$ cat src/shared/stpt_params.svh
// constants of the spanning tree port state and timer block
`ifndef STPT_PARAMS_SVH
`define STPT_PARAMS_SVH

// register byte offsets
`define STPT_OFS_CTRL    8'h00
`define STPT_OFS_BPRIO   8'h04
`define STPT_OFS_HELLO   8'h08
`define STPT_OFS_MAXAGE  8'h0c
`define STPT_OFS_FWDDLY  8'h10
`define STPT_OFS_STATUS  8'h14
`define STPT_OFS_PSEL    8'h18
`define STPT_OFS_PPRIO   8'h1c
`define STPT_OFS_PCOST   8'h20
`define STPT_OFS_PADMIN  8'h24
`define STPT_OFS_PSTATE  8'h28
`define STPT_OFS_PEFF    8'h2c
`define STPT_OFS_ROOTLO  8'h30
`define STPT_OFS_ROOTHI  8'h34

// field positions
`define STPT_CTRL_EN     0
`define STPT_ST_CFGERR   0
`define STPT_ST_HELLOERR 1
`define STPT_ST_ROOT     2

// reset values
`define STPT_DEF_BPRIO   16'h8000
`define STPT_DEF_HELLO   8'h02
`define STPT_DEF_MAXAGE  8'h14
`define STPT_DEF_FWDDLY  8'h0f
`define STPT_DEF_PPRIO   8'h80
`define STPT_DEF_PCOST   28'h0000000
`define STPT_ROOT_NONE   64'hffff_ffff_ffff_ffff

// accepted ranges, seconds or raw units
`define STPT_HELLO_MIN   8'h01
`define STPT_HELLO_MAX   8'h0a
`define STPT_MAXAGE_MIN  8'h06
`define STPT_MAXAGE_MAX  8'h28
`define STPT_FWDDLY_MIN  8'h04
`define STPT_FWDDLY_MAX  8'h1e
`define STPT_PPRIO_MAX   8'hf0
`define STPT_PCOST_MAX   28'hbebc200
`define STPT_COST_FE     28'h0030d40
`define STPT_COST_GE     28'h0004e20
`define STPT_ONE_S       8'h01

// timing
`define STPT_CLK_HZ      20000000
`define STPT_TICK_S      1

`endif

$ cat src/shared/stpt_pkg.sv
// types of the spanning tree port state and timer block
package stpt_pkg;

  // spanning tree state of one port
  typedef enum logic [2:0] {
    STPT_BLOCKING,
    STPT_LISTENING,
    STPT_LEARNING,
    STPT_FORWARDING,
    STPT_DISABLED
  } stpt_state_t;

endpackage

$ cat src/shared/stpt_port_if.sv
// control and state signals between the top and one port state machine
`timescale 1ns/10ps
interface stpt_port_if;
  import stpt_pkg::*;

  logic        tick;
  logic [7:0]  fwd_delay;
  logic        stp_en;
  logic        admin_en;
  logic        role_fwd;
  stpt_state_t state;

  modport ctl (output tick, output fwd_delay, output stp_en, output admin_en,
               output role_fwd, input state);
  modport fsm (input tick, input fwd_delay, input stp_en, input admin_en,
               input role_fwd, output state);
endinterface
$ cat src/core/stpt_port_fsm.sv
// state machine and forward delay dwell timer of one port
`timescale 1ns/10ps
module stpt_port_fsm
  import stpt_pkg::*;
(
  // clock and reset
  input  wire logic pclk,
  input  wire logic presetn,
  // link to the top
  stpt_port_if.fsm  pif
);
  stpt_state_t state_q;
  stpt_state_t state_d;
  logic [7:0]  dwell_q;
  logic [7:0]  dwell_d;
  logic        hold_ok;
  logic        dwell_done;
  logic        timed;

  // a port may progress only while the protocol runs and the role allows it
  assign hold_ok    = pif.admin_en & pif.stp_en & pif.role_fwd;
  assign dwell_done = (dwell_q >= pif.fwd_delay);
  assign timed      = (state_q == STPT_LISTENING) | (state_q == STPT_LEARNING);
  assign pif.state  = state_q;

  // legal moves only; a fallback from listening or learning goes via disabled
  always_comb
  begin
    state_d = state_q;
    unique case (state_q)
      STPT_BLOCKING:
        if (!pif.admin_en) state_d = STPT_DISABLED;
        else if (pif.stp_en & pif.role_fwd) state_d = STPT_LISTENING;
      STPT_LISTENING:
        if (!hold_ok) state_d = STPT_DISABLED;
        else if (dwell_done) state_d = STPT_LEARNING;
      STPT_LEARNING:
        if (!hold_ok) state_d = STPT_DISABLED;
        else if (dwell_done) state_d = STPT_FORWARDING;
      STPT_FORWARDING:
        if (!hold_ok) state_d = STPT_DISABLED;
      STPT_DISABLED:
        if (pif.admin_en) state_d = STPT_BLOCKING;
    endcase
  end

  // dwell counts whole seconds since entering listening or learning
  assign dwell_d = (!timed || state_d != state_q) ? 8'h00 :
                   (pif.tick && dwell_q != 8'hff) ? dwell_q + 8'h01 : dwell_q;

  // every port starts out blocking after reset
  always_ff @(posedge pclk or negedge presetn)
  begin
    if (!presetn)
    begin
      state_q <= STPT_BLOCKING;
      dwell_q <= 8'h00;
    end
    else
    begin
      state_q <= state_d;
      dwell_q <= dwell_d;
    end
  end
endmodule

$ cat src/core/stpt_tick_gen.sv
// one-second tick derived from the bus clock
`timescale 1ns/10ps
module stpt_tick_gen #(
  parameter int CYCLES = 20000000
) (
  // clock and reset
  input  wire logic pclk,
  input  wire logic presetn,
  // tick out
  output logic      tick
);
  localparam int W = $clog2(CYCLES + 1);
  localparam logic [W-1:0] LAST = W'(CYCLES - 1);

  logic [W-1:0] cnt_q;
  logic [W-1:0] cnt_d;
  logic         tick_q;

  // wrap at the last cycle so the tick repeats exactly once per period
  assign cnt_d = (cnt_q == LAST) ? '0 : cnt_q + W'(1);
  assign tick  = tick_q;

  // counter restarts from zero on reset
  always_ff @(posedge pclk or negedge presetn)
  begin
    if (!presetn)
    begin
      cnt_q  <= '0;
      tick_q <= 1'b0;
    end
    else
    begin
      cnt_q  <= cnt_d;
      tick_q <= (cnt_q == LAST);
    end
  end
endmodule

$ cat src/core/stpt_top.sv
// spanning tree port states, bridge timers and parameter registers over apb
// Operation
// - every port holds exactly one of five states
// - after reset each port starts in blocking
// - blocking goes to listening or disabled; listening to learning or disabled
// - learning goes only to forwarding or disabled
// - forwarding goes only to disabled; disabled only back to blocking
// - blocking port neither sends nor takes data frames; with the protocol off its data gates follow admin instead
// - learning port learns source addresses but forwards nothing
// - disabled port carries management traffic only
// - protocol ports pass only protocol frames until forwarding
// - listening and learning each last the forward delay
// - bridge id is 16-bit priority then 48-bit address, priority 32768
// - bridge priority 0 to 65535, lower ranks higher
// - hello 1 to 10 s, default 2; root sends once per hello
// - own hello applies only as root, value kept meanwhile
// - hello longer than maximum age flags a configuration error
// - maximum age 6 to 40 s, default 20; older frames dropped
// - maximum age expiry without root frames makes the bridge bid root
// - lowest bridge id among competitors becomes root
// - forward delay 4 to 30 s sets the listening dwell
// - maximum age within 2*(fwd-1) above and 2*(hello+1) below
// - port priority 0 to 240, default 128, lower preferred
// - port cost 0 to 200000000, 0 picks speed-based cost
// - reset leaves protocol off, port priority 128, cost 0, priority 32768
//
// The APB interface to the registers and the placing of the registers were left to the implementer.
`timescale 1ns/10ps
`include "stpt_params.svh"
module stpt_top
  import stpt_pkg::*;
#(
  parameter int NPORTS      = 8,
  parameter int TICK_CYCLES = `STPT_CLK_HZ * `STPT_TICK_S
) (
  // clock and reset
  input  wire logic              pclk,
  input  wire logic              presetn,
  // apb slave
  input  wire logic              psel,
  input  wire logic              penable,
  input  wire logic              pwrite,
  input  wire logic [7:0]        paddr,
  input  wire logic [31:0]       pwdata,
  output logic      [31:0]       prdata,
  output logic                   pready,
  output logic                   pslverr,
  // bridge identity and root status
  input  wire logic [47:0]       bridge_mac,
  output logic      [63:0]       bridge_id,
  output logic                   is_root,
  output logic                   hello_tx,
  output logic                   cfg_err,
  // received protocol frame summary
  input  wire logic              bpdu_rx_valid,
  input  wire logic [63:0]       bpdu_root_id,
  input  wire logic [7:0]        bpdu_age,
  output logic                   bpdu_drop,
  // per-port role and speed from the election logic
  input  wire logic [NPORTS-1:0] port_role_fwd,
  input  wire logic [NPORTS-1:0] port_gig,
  // per-port frame gates
  output logic      [NPORTS-1:0] tx_data_en,
  output logic      [NPORTS-1:0] rx_data_en,
  output logic      [NPORTS-1:0] learn_en,
  output logic      [NPORTS-1:0] bpdu_en,
  output logic      [NPORTS-1:0] mgmt_only
);
  localparam int PW = (NPORTS > 1) ? $clog2(NPORTS) : 1;

  // ***************************************************************
  // decoding helpers
  // ***************************************************************

  // range test shared by every checked register write
  function automatic logic fn_in_range(input logic [31:0] v, input logic [31:0] lo,
                                       input logic [31:0] hi);
    fn_in_range = (v >= lo) && (v <= hi);
  endfunction

  // ***************************************************************
  // storage
  // ***************************************************************

  logic              stp_en_q;
  logic [15:0]       bprio_q;
  logic [7:0]        hello_q;
  logic [7:0]        maxage_q;
  logic [7:0]        fwddly_q;
  logic [PW-1:0]     psel_q;
  logic [7:0]        pprio_q [NPORTS];
  logic [27:0]       pcost_q [NPORTS];
  logic [NPORTS-1:0] padmin_q;
  logic [31:0]       prdata_q;
  logic [47:0]       mac_q;
  logic [63:0]       root_best_q;
  logic [7:0]        age_cnt_q;
  logic [7:0]        hello_cnt_q;
  logic              was_root_q;
  logic              hello_tx_q;
  logic              bpdu_drop_q;
  logic              tick;
  stpt_state_t       pstate [NPORTS];

  // ***************************************************************
  // one-second tick
  // ***************************************************************

  stpt_tick_gen #(
    .CYCLES (TICK_CYCLES)
  ) u_tick (
    .pclk    (pclk),
    .presetn (presetn),
    .tick    (tick)
  );

  // ***************************************************************
  // apb decode
  // ***************************************************************

  logic        acc;
  logic        wr;
  logic        rd_setup;
  logic        hit;
  logic        ro_hit;
  logic        wr_bad;
  logic [31:0] wd;
  logic [7:0]  wd8;

  // registers answer in the access phase; read data is latched at setup
  assign acc      = psel & penable;
  assign wr       = acc & pwrite & ~wr_bad;
  assign rd_setup = psel & ~penable & ~pwrite;
  assign wd       = pwdata;
  assign wd8      = pwdata[7:0];
  assign hit      = (paddr[1:0] == 2'b00) && (paddr <= `STPT_OFS_ROOTHI);
  assign ro_hit   = (paddr == `STPT_OFS_STATUS) || (paddr == `STPT_OFS_PSTATE) ||
                    (paddr == `STPT_OFS_PEFF) || (paddr == `STPT_OFS_ROOTLO) ||
                    (paddr == `STPT_OFS_ROOTHI);

  // out-of-range values are refused whole and the old setting stays
  assign wr_bad = !hit || ro_hit ||
    ((paddr == `STPT_OFS_BPRIO) && !fn_in_range(wd, 32'h0, 32'h0000ffff)) ||
    ((paddr == `STPT_OFS_HELLO) &&
     !fn_in_range(wd, 32'(`STPT_HELLO_MIN), 32'(`STPT_HELLO_MAX))) ||
    ((paddr == `STPT_OFS_MAXAGE) &&
     !fn_in_range(wd, 32'(`STPT_MAXAGE_MIN), 32'(`STPT_MAXAGE_MAX))) ||
    ((paddr == `STPT_OFS_FWDDLY) &&
     !fn_in_range(wd, 32'(`STPT_FWDDLY_MIN), 32'(`STPT_FWDDLY_MAX))) ||
    ((paddr == `STPT_OFS_PSEL) && !fn_in_range(wd, 32'h0, 32'(NPORTS - 1))) ||
    ((paddr == `STPT_OFS_PPRIO) && !fn_in_range(wd, 32'h0, 32'(`STPT_PPRIO_MAX))) ||
    ((paddr == `STPT_OFS_PCOST) && !fn_in_range(wd, 32'h0, 32'(`STPT_PCOST_MAX)));

  assign pready  = 1'b1;
  assign pslverr = acc & (!hit | (pwrite & wr_bad));
  assign prdata  = prdata_q;

  // ***************************************************************
  // parameter consistency
  // ***************************************************************

  logic       hello_err;
  logic       fwd_err;
  logic       lo_err;
  logic [8:0] fwd_lim;
  logic [8:0] hello_lim;

  // the nine-bit limits cannot overflow for any accepted value
  assign fwd_lim   = {fwddly_q - `STPT_ONE_S, 1'b0};
  assign hello_lim = {hello_q + `STPT_ONE_S, 1'b0};
  assign hello_err = (hello_q > maxage_q);
  assign fwd_err   = ({1'b0, maxage_q} > fwd_lim);
  assign lo_err    = ({1'b0, maxage_q} < hello_lim);
  assign cfg_err   = hello_err | fwd_err | lo_err;

  // ***************************************************************
  // root election and bridge timers
  // ***************************************************************

  logic        rx_ok;
  logic        rx_better;
  logic        rx_refresh;
  logic        expire;
  logic        hello_due;
  logic [63:0] own_id;

  // the identifier compares as one 64-bit number, so lowest wins
  assign own_id     = {bprio_q, mac_q};
  assign bridge_id  = own_id;
  assign is_root    = (own_id < root_best_q);
  assign rx_ok      = bpdu_rx_valid & (bpdu_age <= maxage_q);
  assign rx_better  = rx_ok & (bpdu_root_id < root_best_q) & (bpdu_root_id < own_id);
  assign rx_refresh = rx_better | (rx_ok & (bpdu_root_id == root_best_q));
  assign expire     = ~is_root & ~rx_refresh & (age_cnt_q >= maxage_q);
  assign hello_due  = tick & (hello_cnt_q + `STPT_ONE_S >= hello_q);
  assign hello_tx   = hello_tx_q;
  assign bpdu_drop  = bpdu_drop_q;

  // forgetting the root lets the own identifier win and start sending
  always_ff @(posedge pclk or negedge presetn)
  begin
    if (!presetn)
      root_best_q <= `STPT_ROOT_NONE;
    else if (rx_better)
      root_best_q <= bpdu_root_id;
    else if (expire)
      root_best_q <= `STPT_ROOT_NONE;
  end

  // frame age counter and hello counter, both cleared by reset
  always_ff @(posedge pclk or negedge presetn)
  begin
    if (!presetn)
    begin
      age_cnt_q   <= 8'h00;
      hello_cnt_q <= 8'h00;
    end
    else
    begin
      age_cnt_q   <= (is_root | rx_refresh) ? 8'h00 :
                     (tick && age_cnt_q != 8'hff) ? age_cnt_q + 8'h01 : age_cnt_q;
      hello_cnt_q <= (!is_root || hello_due) ? 8'h00 :
                     tick ? hello_cnt_q + 8'h01 : hello_cnt_q;
    end
  end

  // a new root announces itself at once, then once per hello interval
  always_ff @(posedge pclk or negedge presetn)
  begin
    if (!presetn)
    begin
      was_root_q  <= 1'b0;
      hello_tx_q  <= 1'b0;
      bpdu_drop_q <= 1'b0;
      mac_q       <= 48'h0;
    end
    else
    begin
      was_root_q  <= is_root;
      hello_tx_q  <= is_root & (~was_root_q | hello_due);
      bpdu_drop_q <= bpdu_rx_valid & ~rx_ok;
      mac_q       <= bridge_mac;
    end
  end

  // ***************************************************************
  // bridge registers
  // ***************************************************************

  // bridge settings; a hello value is stored even while not root
  always_ff @(posedge pclk or negedge presetn)
  begin
    if (!presetn)
    begin
      stp_en_q <= 1'b0;
      bprio_q  <= `STPT_DEF_BPRIO;
      hello_q  <= `STPT_DEF_HELLO;
      maxage_q <= `STPT_DEF_MAXAGE;
      fwddly_q <= `STPT_DEF_FWDDLY;
      psel_q   <= '0;
      padmin_q <= '1;
    end
    else if (wr)
    begin
      if (paddr == `STPT_OFS_CTRL)   stp_en_q <= wd[`STPT_CTRL_EN];
      if (paddr == `STPT_OFS_BPRIO)  bprio_q  <= wd[15:0];
      if (paddr == `STPT_OFS_HELLO)  hello_q  <= wd8;
      if (paddr == `STPT_OFS_MAXAGE) maxage_q <= wd8;
      if (paddr == `STPT_OFS_FWDDLY) fwddly_q <= wd8;
      if (paddr == `STPT_OFS_PSEL)   psel_q   <= wd[PW-1:0];
      if (paddr == `STPT_OFS_PADMIN) padmin_q <= wd[NPORTS-1:0];
    end
  end

  // ***************************************************************
  // per-port registers, reached through the port select
  // ***************************************************************

  logic [27:0] eff_cost;
  logic [27:0] sel_cost;

  // zero cost means the speed-based value is used
  assign sel_cost = pcost_q[psel_q];
  assign eff_cost = (sel_cost != `STPT_DEF_PCOST) ? sel_cost :
                    port_gig[psel_q] ? `STPT_COST_GE : `STPT_COST_FE;

  always_ff @(posedge pclk or negedge presetn)
  begin
    if (!presetn)
    begin
      for (int i = 0; i < NPORTS; i++)
      begin
        pprio_q[i] <= `STPT_DEF_PPRIO;
        pcost_q[i] <= `STPT_DEF_PCOST;
      end
    end
    else if (wr)
    begin
      if (paddr == `STPT_OFS_PPRIO) pprio_q[psel_q] <= wd8;
      if (paddr == `STPT_OFS_PCOST) pcost_q[psel_q] <= wd[27:0];
    end
  end

  // ***************************************************************
  // read path
  // ***************************************************************

  logic [31:0] rd_mux;
  logic [31:0] status_w;

  assign status_w = {29'h0, is_root, hello_err, cfg_err};

  // unmapped addresses read as zero
  assign rd_mux =
    (paddr == `STPT_OFS_CTRL)   ? {31'h0, stp_en_q} :
    (paddr == `STPT_OFS_BPRIO)  ? {16'h0, bprio_q} :
    (paddr == `STPT_OFS_HELLO)  ? {24'h0, hello_q} :
    (paddr == `STPT_OFS_MAXAGE) ? {24'h0, maxage_q} :
    (paddr == `STPT_OFS_FWDDLY) ? {24'h0, fwddly_q} :
    (paddr == `STPT_OFS_STATUS) ? status_w :
    (paddr == `STPT_OFS_PSEL)   ? 32'(psel_q) :
    (paddr == `STPT_OFS_PPRIO)  ? {24'h0, pprio_q[psel_q]} :
    (paddr == `STPT_OFS_PCOST)  ? {4'h0, sel_cost} :
    (paddr == `STPT_OFS_PADMIN) ? 32'(padmin_q) :
    (paddr == `STPT_OFS_PSTATE) ? {29'h0, pstate[psel_q]} :
    (paddr == `STPT_OFS_PEFF)   ? {4'h0, eff_cost} :
    (paddr == `STPT_OFS_ROOTLO) ? root_best_q[31:0] :
    (paddr == `STPT_OFS_ROOTHI) ? root_best_q[63:32] : 32'h0;

  always_ff @(posedge pclk or negedge presetn)
  begin
    if (!presetn)
      prdata_q <= 32'h0;
    else if (rd_setup)
      prdata_q <= rd_mux;
  end

  // ***************************************************************
  // port state machines and frame gates
  // ***************************************************************

  stpt_port_if pif [NPORTS] ();

  // with the protocol off a port switches plainly, gated only by admin
  for (genvar n = 0; n < NPORTS; n++)
  begin : g_port
    logic fwd;
    logic lrn;
    logic dis;

    assign pif[n].tick      = tick;
    assign pif[n].fwd_delay = fwddly_q;
    assign pif[n].stp_en    = stp_en_q;
    assign pif[n].admin_en  = padmin_q[n];
    assign pif[n].role_fwd  = port_role_fwd[n];
    assign pstate[n]        = pif[n].state;

    stpt_port_fsm u_fsm (
      .pclk    (pclk),
      .presetn (presetn),
      .pif     (pif[n])
    );

    assign fwd = (pstate[n] == STPT_FORWARDING);
    assign lrn = (pstate[n] == STPT_LEARNING);
    assign dis = (pstate[n] == STPT_DISABLED);

    // blocking and listening ports carry protocol frames only
    assign tx_data_en[n] = stp_en_q ? fwd : padmin_q[n];
    assign rx_data_en[n] = stp_en_q ? fwd : padmin_q[n];
    assign learn_en[n]   = stp_en_q ? (fwd | lrn) : padmin_q[n];
    assign bpdu_en[n]    = stp_en_q & ~dis;
    assign mgmt_only[n]  = stp_en_q ? dis : ~padmin_q[n];
  end

endmodule

$ cat config.mk
export PLATFORM = sky130hd
export DESIGN_NAME = stpt_top
export DESIGN_NICKNAME = d
export VERILOG_FILES = /design/src/shared/stpt_pkg.sv /design/src/shared/stpt_port_if.sv /design/src/core/stpt_port_fsm.sv /design/src/core/stpt_tick_gen.sv /design/src/core/stpt_top.sv
export VERILOG_INCLUDE_DIRS = /design/src /design/src/shared
export SDC_FILE = /design/constraint.sdc
export NUM_CORES = 2
export LEC_CHECK = 0
export ABC_CLOCK_PERIOD_IN_PS = 7700
export BUFFER_PORTS_ARGS = -buffer_cell sky130_fd_sc_hd__buf_2
export CORE_ASPECT_RATIO = 1.25
export CORE_MARGIN = 5
export CORE_UTILIZATION = 60
export CTS_CLUSTER_SIZE = 8
export DETAILED_ROUTE_END_ITERATION = 10
export PLACE_DENSITY = 0.8
export RECOVER_POWER = 100
export SKIP_LAST_GASP = 1
export SYNTH_ARGS = -nofsm -noshare
export SYNTH_HDL_FRONTEND = slang
export SYNTH_SLANG_ARGS = --single-unit
$ cat constraint.sdc
create_clock -name pclk -period 7.7 [get_ports pclk]
set_input_delay 1.54 -clock pclk [delete_from_list [all_inputs] [get_ports pclk]]
set_output_delay 1.54 -clock pclk [all_outputs]
set_load 0.02 [all_outputs]
# Word level (Yosys, flattened, before mapping)
# Cells that the tools add are included.
# classes
addsub,13
order_cmp,32
eq_ne,64
n_mux,152
bitwise_logic,94
n_reduce_logical,94
# ops
op,count
$mux W32,14
$bwmux W224,1
$mux W3,66
$lt A64 B64 Y1,3
$mux W8,23
$mux W64,2
$pmux W3 S5,8
$mux W28,4
$add A8 B1 Y8 const B,11
$bmux W28 S3,1
$demux W28 S3,1
$ge A8 B8 Y1,10
$ne A8 B8 Y1 const B,9
$bwmux W64,1
$eq A64 B64 Y1,1
$ge A32 B1 Y1 const B,2
$ge A32 B3 Y1 const B,2
$and A1 B1 Y1,48
$eq A3 B2 Y1 const B,16
$eq A8 B6 Y1 const B,6
$eq A8 B5 Y1 const B,4
$le A32 B16 Y1 const B,1
$le A32 B28 Y1 const B,1
$le A32 B3 Y1 const B,1
other kinds (39),213
# totals
regBits,617
inputBits,182
out_inout_bits,142
elab_cells,498

# Longest topological paths before layout
# Gate-level depths: netlist of the first run.
# depth
depth_word,18
depth_mapped,13
depth_no_buf,11

# Hierarchy
# From an unflattened synthesis of the first run, not the netlist that was laid out.
# unflattened
hier_cells,3534
hier_area_um2,38262.9
# modules_own_cells
mod,n_inst,cells_each,area_per_inst_um2,seq_area_each_um2
stpt_top,1,2749,30534.3,12697.2
stpt_port_fsm,8,84,803.3,275.3
stpt_tick_gen,1,113,1302.5,650.6

# Worst setup path before layout of the first run
# No wires, ideal clock.
# synth_timing
path_kind,input-to-output
startpoint,in paddr[6]
endpoint,out pslverr
arrival_time_ns,4.350
path_slack_ns,1.810
stages,13
cell_sequence,clkbuf_1 > or4_1 > clkbuf_1 > nor2_1 > nand3_1 > or3_1 > o2111ai_1 > or4_1 > buf_2 > buf_6 > buf_4 > nand2_1 > a21oi_1
# synth_between
elab_chain_len,16
word_cells_on_any_way,37
cone_classes,1 x order compare; 12 x eq/ne; 3 x bitwise; 21 x reduce/logical
# synth_lines
element,line,source
from (decl),stpt_top.sv:43,"input wire logic [7:0] paddr,"
"parallel branches: the longest is 14 deep, another holds $le A8 B6 Y1",--,
$or A1 B1 Y1 (*),stpt_top.sv:155,assign pslverr = acc & (!hit | (pwrite & wr_bad));
$and A1 B1 Y1 (*),stpt_top.sv:155,
to (decl),stpt_top.sv:47,"output logic pslverr,"
# Mark *: on every way between the ends.

# Final worst setup path of the first run
# layout_timing
startpoint,in paddr[2]
endpoint,reg pprio_q[2] (netlist bit)
# layout_between
elab_chain_len,16
word_cells_on_any_way,37
cone_classes,1 x order compare; 12 x eq/ne; 2 x bitwise; 22 x reduce/logical
# layout_lines
element,line,source
"parallel branches: the longest is 15 deep, another holds $le A8 B6 Y1",--,
$reduce_and A2 Y1 (no line) (*),--,
"to (signal, indexed assignment)",stpt_top.sv:293,pprio_q[i] <= `STPT_DEF_PPRIO;
"to (signal, indexed assignment)",stpt_top.sv:299,if (paddr == `STPT_OFS_PPRIO) pprio_q[psel_q] <= wd8;
to (decl),stpt_top.sv:91,logic [7:0] pprio_q [NPORTS];
# Marks and branches as above.
# A chain may end at the register's enable or synchronous reset.

==> impl_metrics.json, run 1 <==
{
  "outcome": "complete, but fails checks",
  "violated_checks": "capacitance limit, slew limit",
  "detail-route-antenna-nets": 0,
  "core_um2": 60800,
  "fmax_mhz": 149,
  "finalClockSkew_ns": 0.0174,
  "timing.final.crit_share": 0.873,
  "route.detailed.vias_per_inst": 6.37,
  "globalRouteOverflowTotal": 0,
  "yosys.area_share.xor_xnor": 0.0283,
  "drv.max_cap_violation_count": 12,
  "fin_nets": 4293,
  "postSynthCellCount": 3529,
  "timing.critical_path.slowest_stage_cell": "nor4_1",
  "slew_headroom": -1.24,
  "grt.total_usage": 0.332,
  "worst_path_dominant_cell_family": "simple AND/OR/NAND/NOR gates",
  "r2r.worst_path.cells": 11,
  "worstHoldEndpoint": "hello_tx$_DFF_PN0_",
  "post_route_cells_drive_above_1_share": 0.200,
  "post_cts.repair.setup_buffers": 0,
  "synth-simple-area-share": 0.118,
  "synth_nets": 4023,
  "power_frac_seq": 0.427,
  "crit_path_frequent_cell": "clkbuf_1",
  "cp_slowest_stage_delay_ns": 1.80,
  "combinationalPowerShare": 0.165,
  "finalHoldViolations": 0,
  "cellPowerDensity_nw_per_um2": 215,
  "synthArstFlopShare": 1.00,
  "critical_path_class": "input pin to flop",
  "synth_cell_type_count": 78,
  "endpoint_kind": "flop",
  "yosys_warnings": 0,
  "drc_errors": 0,
  "p_int_mw": 6.30,
  "final.setup.tns_ns": 0,
  "critical_path.cell_chain": "clkbuf_1, nor2_1, a21oi_1, o2111ai_1, or4_2, clkbuf_1, nor4_1, mux2_2",
  "startpoint_type": "input pin",
  "wirelength_mm": 113,
  "cp.required_ns": 8.22,
  "design.portCount": 324,
  "grt_pass1_wl_mm": 174,
  "crit_path_max_fanout": 38,
  "synth-seq-area-share": 0.422,
  "insertion_delay_ns": 0.63,
  "cts_buffer_depth": 3,
  "total_switching_power_mw": 2.57,
  "synth_area_in_compound_gates": 0.121,
  "hp-class": "flop to flop",
  "synthAdderAreaFrac": 0.106,
  "total_power_mw": 8.87,
  "grt_pass1_vias": 30500,
  "routabilityCongestion": 0.963,
  "grt_max_degree": 133,
  "finish_stage_setup_viols": 0,
  "worst_setup_hold_path_clk_slew_ns": 0.05,
  "synth_top_family_by_area": "multiplexers",
  "clock_power_share": 0.408,
  "clock_tree.root_cell": "clkbuf_16",
  "die_w_um": 232,
  "synth_ff_type": "dfrtp_1",
  "timing.final.max_slew_violations": 780,
  "share_of_synthesized_area_spent_on_multiplexers": 0.158,
  "ys_seq_elements": 617,
  "synth_area_um2": 36900,
  "grt_setup_unrepaired": "no",
  "synthesis.area_per_instance_um2": 10.4,
  "static-leakage-power_nw": 20.0,
  "floorplan.rows": 101,
  "number_of_flops_mapped_to_enable_cells_by_yosys": 0,
  "htree_num_levels": 3,
  "peakVddDrop_uv": 196,
  "antenna_found_initial": 19,
  "hold_path_startpoint": "was_root_q$_DFF_PN0_",
  "worst-endpoint-arrival_ns": 7.24,
  "hpwlAfterDp_mm": 78.7,
  "worstReg2RegStart": "bprio_q[14]$_DFFE_PN0P_",
  "vias": 29900,
  "detail_route.wl_per_cell_um": 24.0,
  "port_buffers": 322,
  "detail_route.first_pass.iterations": 8,
  "hold_path_stages": 1,
  "reg2reg_setup_slack_ns": 2.56,
  "cts-buffers-inserted": 87,
  "swShare": 0.290,
  "critPathBufInv": 2,
  "clock-sinks": 617,
  "worstReg2RegEnd": "root_best_q[53]$_DFFE_PN1P_",
  "syn2layout_area_growth_pct": 12.1,
  "first_iter_violations": 2946,
  "die_area_um2": 66500,
  "cts.repair.resized": 0,
  "worst_slew_pin_slew_ns": 3.35,
  "cts_hold_buffers": 0,
  "die_height_um": 287,
  "final_period_minus_worst_setup_slack_ns": 6.73,
  "clock_tree_from_tritoncts": "built",
  "start_util": 0.606
}
cells in the final DEF, fill, tap and decap left out, drive strengths merged, types with 11 or more instances in the layout:
| cell type | n |
|---|---|
| a221o | 12 |
| inv | 247 |
| nor2b | 31 |
| o21ai | 125 |
| mux4 | 29 |
| a32oi | 13 |
| nand3 | 87 |
| nor3b | 11 |
| dfstp | 88 |
| mux2i | 106 |
| diode | 15 |
| xnor2 | 56 |
| o211ai | 15 |
| a21o | 39 |
| a22oi | 21 |
| clkbuf | 306 |
| a211oi | 14 |
| nor4 | 26 |
| nand2 | 222 |
| nor3 | 71 |
| o22ai | 25 |
| a221oi | 31 |
| a21oi | 254 |
| or3 | 21 |
| mux2 | 365 |
| and3 | 31 |
| nor2 | 208 |
| dfrtp | 529 |
| xor2 | 63 |
| nand2b | 15 |
| o21a | 37 |
| ha | 312 |
| nand4 | 64 |
| a31oi | 12 |
| and2 | 26 |
| buf | 197 |
cells in the mapped netlist, drive strengths merged, types with 87 or more instances:
library cell	number	share of area
mux2i	106	0.029
nor2	208	0.021
ha	312	0.11
inv	246	0.025
clkbuf	109	0.011
mux2	365	0.11
nand2	222	0.023
dfrtp	529	0.36
o21ai	125	0.017
a21oi	254	0.034
nand3	87	0.012
dfstp	88	0.063
logic make-up (layout without fill, tap and decap cells):
kind of cell / Yosys count / count (layout)
flops: 617 / 617
fa+ha+maj: 312 / 312
simple gates: 851 / 851
mux: 500 / 500
other cells: 1 / 16
buf+inv: 428 / 756
xor+xnor: 119 / 119
compound gates: 701 / 701
sequential cells by signal, indices dropped and copies added (netlist names), 16 cells and up:
name	count
pcost_q	224
g_port.u_fsm.dwell_q	64
pprio_q	64
root_best_q	64
mac_q	48
prdata	32
u_tick.cnt_q	25
g_port.u_fsm.pif.state	24
bprio_q	16
power by group through the flow:
stage          Combinational (mW)  Sequential, mW  Clock [mW]
2_1_floorplan               0.967            3.74           0
3_3_place_gp                 1.38            3.81           0
3_5_place_dp                 1.45            3.82           0
4_1_cts                      1.47            3.77        3.65
5_1_grt                      1.67            3.80        3.80
6_report                     1.47            3.78        3.62
final cells by class:
cell class              count  area, µm²
inverters                 248        931
flip-flops and latches    617      15600
multi-input cells        2484      19500
clock buffers             142       2450
clock inverters             5       91.3
well taps                 824       1030
diodes                     15       37.5
fillers                  4612      19500
repair buffers            361       1680
through the flow:
| stage | cells | util | setup WS, ns | instance area [µm²] | hold WS [ns] |
|---|---|---|---|---|---|
| 2_1_floorplan | 3529 | - | 1.81 | 36900 | 0.395 |
| 6_report | 4696 | 0.680 | 0.975 | 41300 | 0.414 |
| 3_5_place_dp | 4534 | 0.644 | 1.47 | 39100 | 0.416 |
| 5_1_grt | 4689 | 0.679 | 0.714 | 41300 | 0.456 |
| 4_1_cts | 4681 | 0.686 | 1.46 | 41700 | 0.421 |
| 3_3_place_gp | 4534 | 0.644 | 1.55 | 39100 | 0.419 |
per-layer routing:
layer,share of wire,wire length (µm),track usage,vias to the layer above
met3,0.081,9110,0.0602,388
met5,0.00048,54,0,-
met1,0.38,43100,0.420,14800
met4,0.059,6670,0.174,8
li1,-,-,-,13300
met2,0.48,53600,0.546,1423
worst max-delay path by stage:
stage | from | endpoint | cells after the start
6_report | paddr[2] | pprio_q[2]$_DFFE_PN0P_ | 8
5_1_grt | paddr[2] | pprio_q[0]$_DFFE_PN0P_ | 8
4_1_cts | paddr[1] | pslverr | 10
3_5_place_dp | paddr[1] | pslverr | 10
3_3_place_gp | paddr[1] | pslverr | 10
2_1_floorplan | paddr[6] | pslverr | 13
Note: power is estimated with default switching activity, not from simulation.
==> inputs of run 2 (changes only) <==
--- a/config.mk
+++ b/config.mk
@@ -6,7 +6,7 @@
 export SDC_FILE = /design/constraint.sdc
 export NUM_CORES = 2
 export LEC_CHECK = 0
-export ABC_CLOCK_PERIOD_IN_PS = 7700
+export ABC_CLOCK_PERIOD_IN_PS = 8000
 export BUFFER_PORTS_ARGS = -buffer_cell sky130_fd_sc_hd__buf_2
 export CORE_ASPECT_RATIO = 1.25
 export CORE_MARGIN = 5
==> constraint.sdc (replaced) <==
create_clock -name pclk -period 8 [get_ports pclk]
set_input_delay 1.6 -clock pclk [delete_from_list [all_inputs] [get_ports pclk]]
set_output_delay 1.6 -clock pclk [all_outputs]
set_load 0.02 [all_outputs]
==> run 2 against run 1 <==
Net effect:
- the flow still finishes with violations (capacitance limit, slew limit)
- cell area is 0.22% higher
- cell count is 0.23% higher
- non-clock buffer count is 1 higher
- combinational power is 4% lower
- total power is 3.6% lower
- first-iteration DRC count is 0.78% lower
- clock skew is 0.0077 ns higher
- hold slack better by 0.0050 ns
- clock-buffer cell count is 13 higher
- sequential share of layout area is 0.084 points lower
- critical path type unchanged
==> impl_metrics.json, run 2 (same netlist as run 1, synthesis figures left out) <==
{
  "syn2layout_area_growth_pct": 12.3,
  "drc_errors": 0,
  "worstReg2RegEnd": "age_cnt_q[6]$_DFFE_PN0P_",
  "grt_pass1_wl_mm": 173,
  "hold_path_startpoint": "was_root_q$_DFF_PN0_",
  "grt_setup_unrepaired": "no",
  "endpoint_kind": "flop",
  "detail_route.first_pass.iterations": 6,
  "cellPowerDensity_nw_per_um2": 207,
  "grt_max_degree": 177,
  "routabilityCongestion": 0.972,
  "die_area_um2": 66500,
  "drv.max_cap_violation_count": 9,
  "fmax_mhz": 143,
  "hp-class": "flop to flop",
  "antenna_found_initial": 17,
  "finalWorstSetupSlack_ns": 1.03,
  "vias": 29900,
  "reg2reg_setup_slack_ns": 1.07,
  "cts-buffers-inserted": 87,
  "insertion_delay_ns": 0.65,
  "final_period_minus_worst_setup_slack_ns": 6.97,
  "outcome": "complete, but fails checks",
  "hold_path_stages": 1,
  "finalHoldViolations": 0,
  "top_register": "pcost_q",
  "pre_cts_slack_ns": 1.64,
  "first_iter_violations": 2923,
  "post_route_cells_drive_above_1_share": 0.200,
  "r2r.worst_path.cells": 11,
  "startpoint_type": "input pin",
  "post_cts.repair.setup_buffers": 0,
  "finalClockSkew_ns": 0.0251,
  "htree_num_levels": 3,
  "design.portCount": 324,
  "detail_route.wl_per_cell_um": 23.8,
  "critical_path_class": "input pin to flop",
  "die_w_um": 232,
  "finish_stage_setup_viols": 0,
  "route.detailed.vias_per_inst": 6.36,
  "grt.total_usage": 0.331,
  "wirelength_mm": 112,
  "grt_pass1_vias": 30300,
  "globalRouteOverflowTotal": 0,
  "worstHoldEndpoint": "hello_tx$_DFF_PN0_",
  "static-leakage-power_nw": 20.0,
  "violated_checks": "capacitance limit, slew limit",
  "clock_tree_from_tritoncts": "built",
  "worst_setup_hold_path_clk_slew_ns": 0.05,
  "cts.repair.resized": 0,
  "cts_buffer_depth": 3,
  "clock-sinks": 617,
  "final.setup.tns_ns": 0,
  "cts_hold_buffers": 0,
  "floorplan.rows": 101,
  "clock_tree.root_cell": "clkbuf_16",
  "crit_path_max_fanout": 38,
  "layout.cells.most_common": "dfrtp_1",
  "largest_reg_flops": 224,
  "die_height_um": 287,
  "core_um2": 60800,
  "timing.final.max_slew_violations": 293,
  "worstReg2RegStart": "root_best_q[15]$_DFFE_PN1P_",
  "hpwlAfterDp_mm": 79.0,
  "timing.final.crit_share": 0.872,
  "layout_common_cells": "dfrtp_1, mux2_2, ha_1",
  "start_util": 0.606,
  "worst-endpoint-arrival_ns": 7.50,
  "slew_headroom": -2.69,
  "worst_slew_pin_slew_ns": 5.54,
  "peakVddDrop_uv": 215,
  "detail-route-antenna-nets": 0,
  "fin_nets": 4294,
  "port_buffers": 322,
  "total_power_mw": 8.55,
  "cp.required_ns": 8.52
}
==> run 2: worst max-delay path: stages <==
cell and delay (ns):
clkbuf_1 1.20, nor4_1 0.13, clkbuf_1 0.25, nand2_1 0.10
buf_4 0.34, a31o_2 0.17, a21oi_1 0.04, or4_2 0.64
clkbuf_1 0.73, nor3_1 1.51, buf_4 0.38, mux2_2 0.36
==> run 2: power by group <==
group / internal [mW] / total (mW) / switching [mW]
sequential: 3.43 / 3.64 / 0.202
combinational: 0.551 / 1.41 / 0.860
clock: 2.08 / 3.51 / 1.43
==> run 2: metrics by stage <==
stage	cells	area [µm²]	util	hold slack, ns
after floorplan	3529	36900	-	0.395
after global placement	4535	39100	0.643	0.411
after detailed placement	4535	39100	0.643	0.409
after CTS	4697	41700	0.686	0.416
after global routing	4703	41400	0.681	0.443
final	4707	41400	0.681	0.419
==> run 2: layout make-up <==
cell class              instances  area (µm²)
fillers                      4562       19400
repair buffers                362        1700
flip-flops and latches        617       15600
clock inverters                 7         154
inverters                     248         931
diodes                         10        25.0
multi-input cells            2484       19600
clock buffers                 155        2450
well taps                     824        1030
==> run 2: layer usage <==
metal | track usage | wire length [µm]
met4 | 0.171 | 6180
met3 | 0.0681 | 9000
met1 | 0.415 | 43200
met2 | 0.543 | 53600
met5 | 0 | 81
==> run 2: worst max path at each step <==
| stage | from | end | slack, ns | cells after the start |
|---|---|---|---|---|
| final | paddr[2] | bprio_q[9]$_DFFE_PN0P_ | 1.03 | 12 |
| after detailed placement | paddr[1] | pslverr | 1.64 | 10 |
| after global placement | paddr[1] | pslverr | 1.70 | 10 |
| after global routing | presetn | pcost_q[160]$_DFFE_PN0P_ | 0.71 | 2 |
| after floorplan | paddr[6] | pslverr | 1.99 | 13 |
| after CTS | paddr[1] | pslverr | 1.62 | 10 |
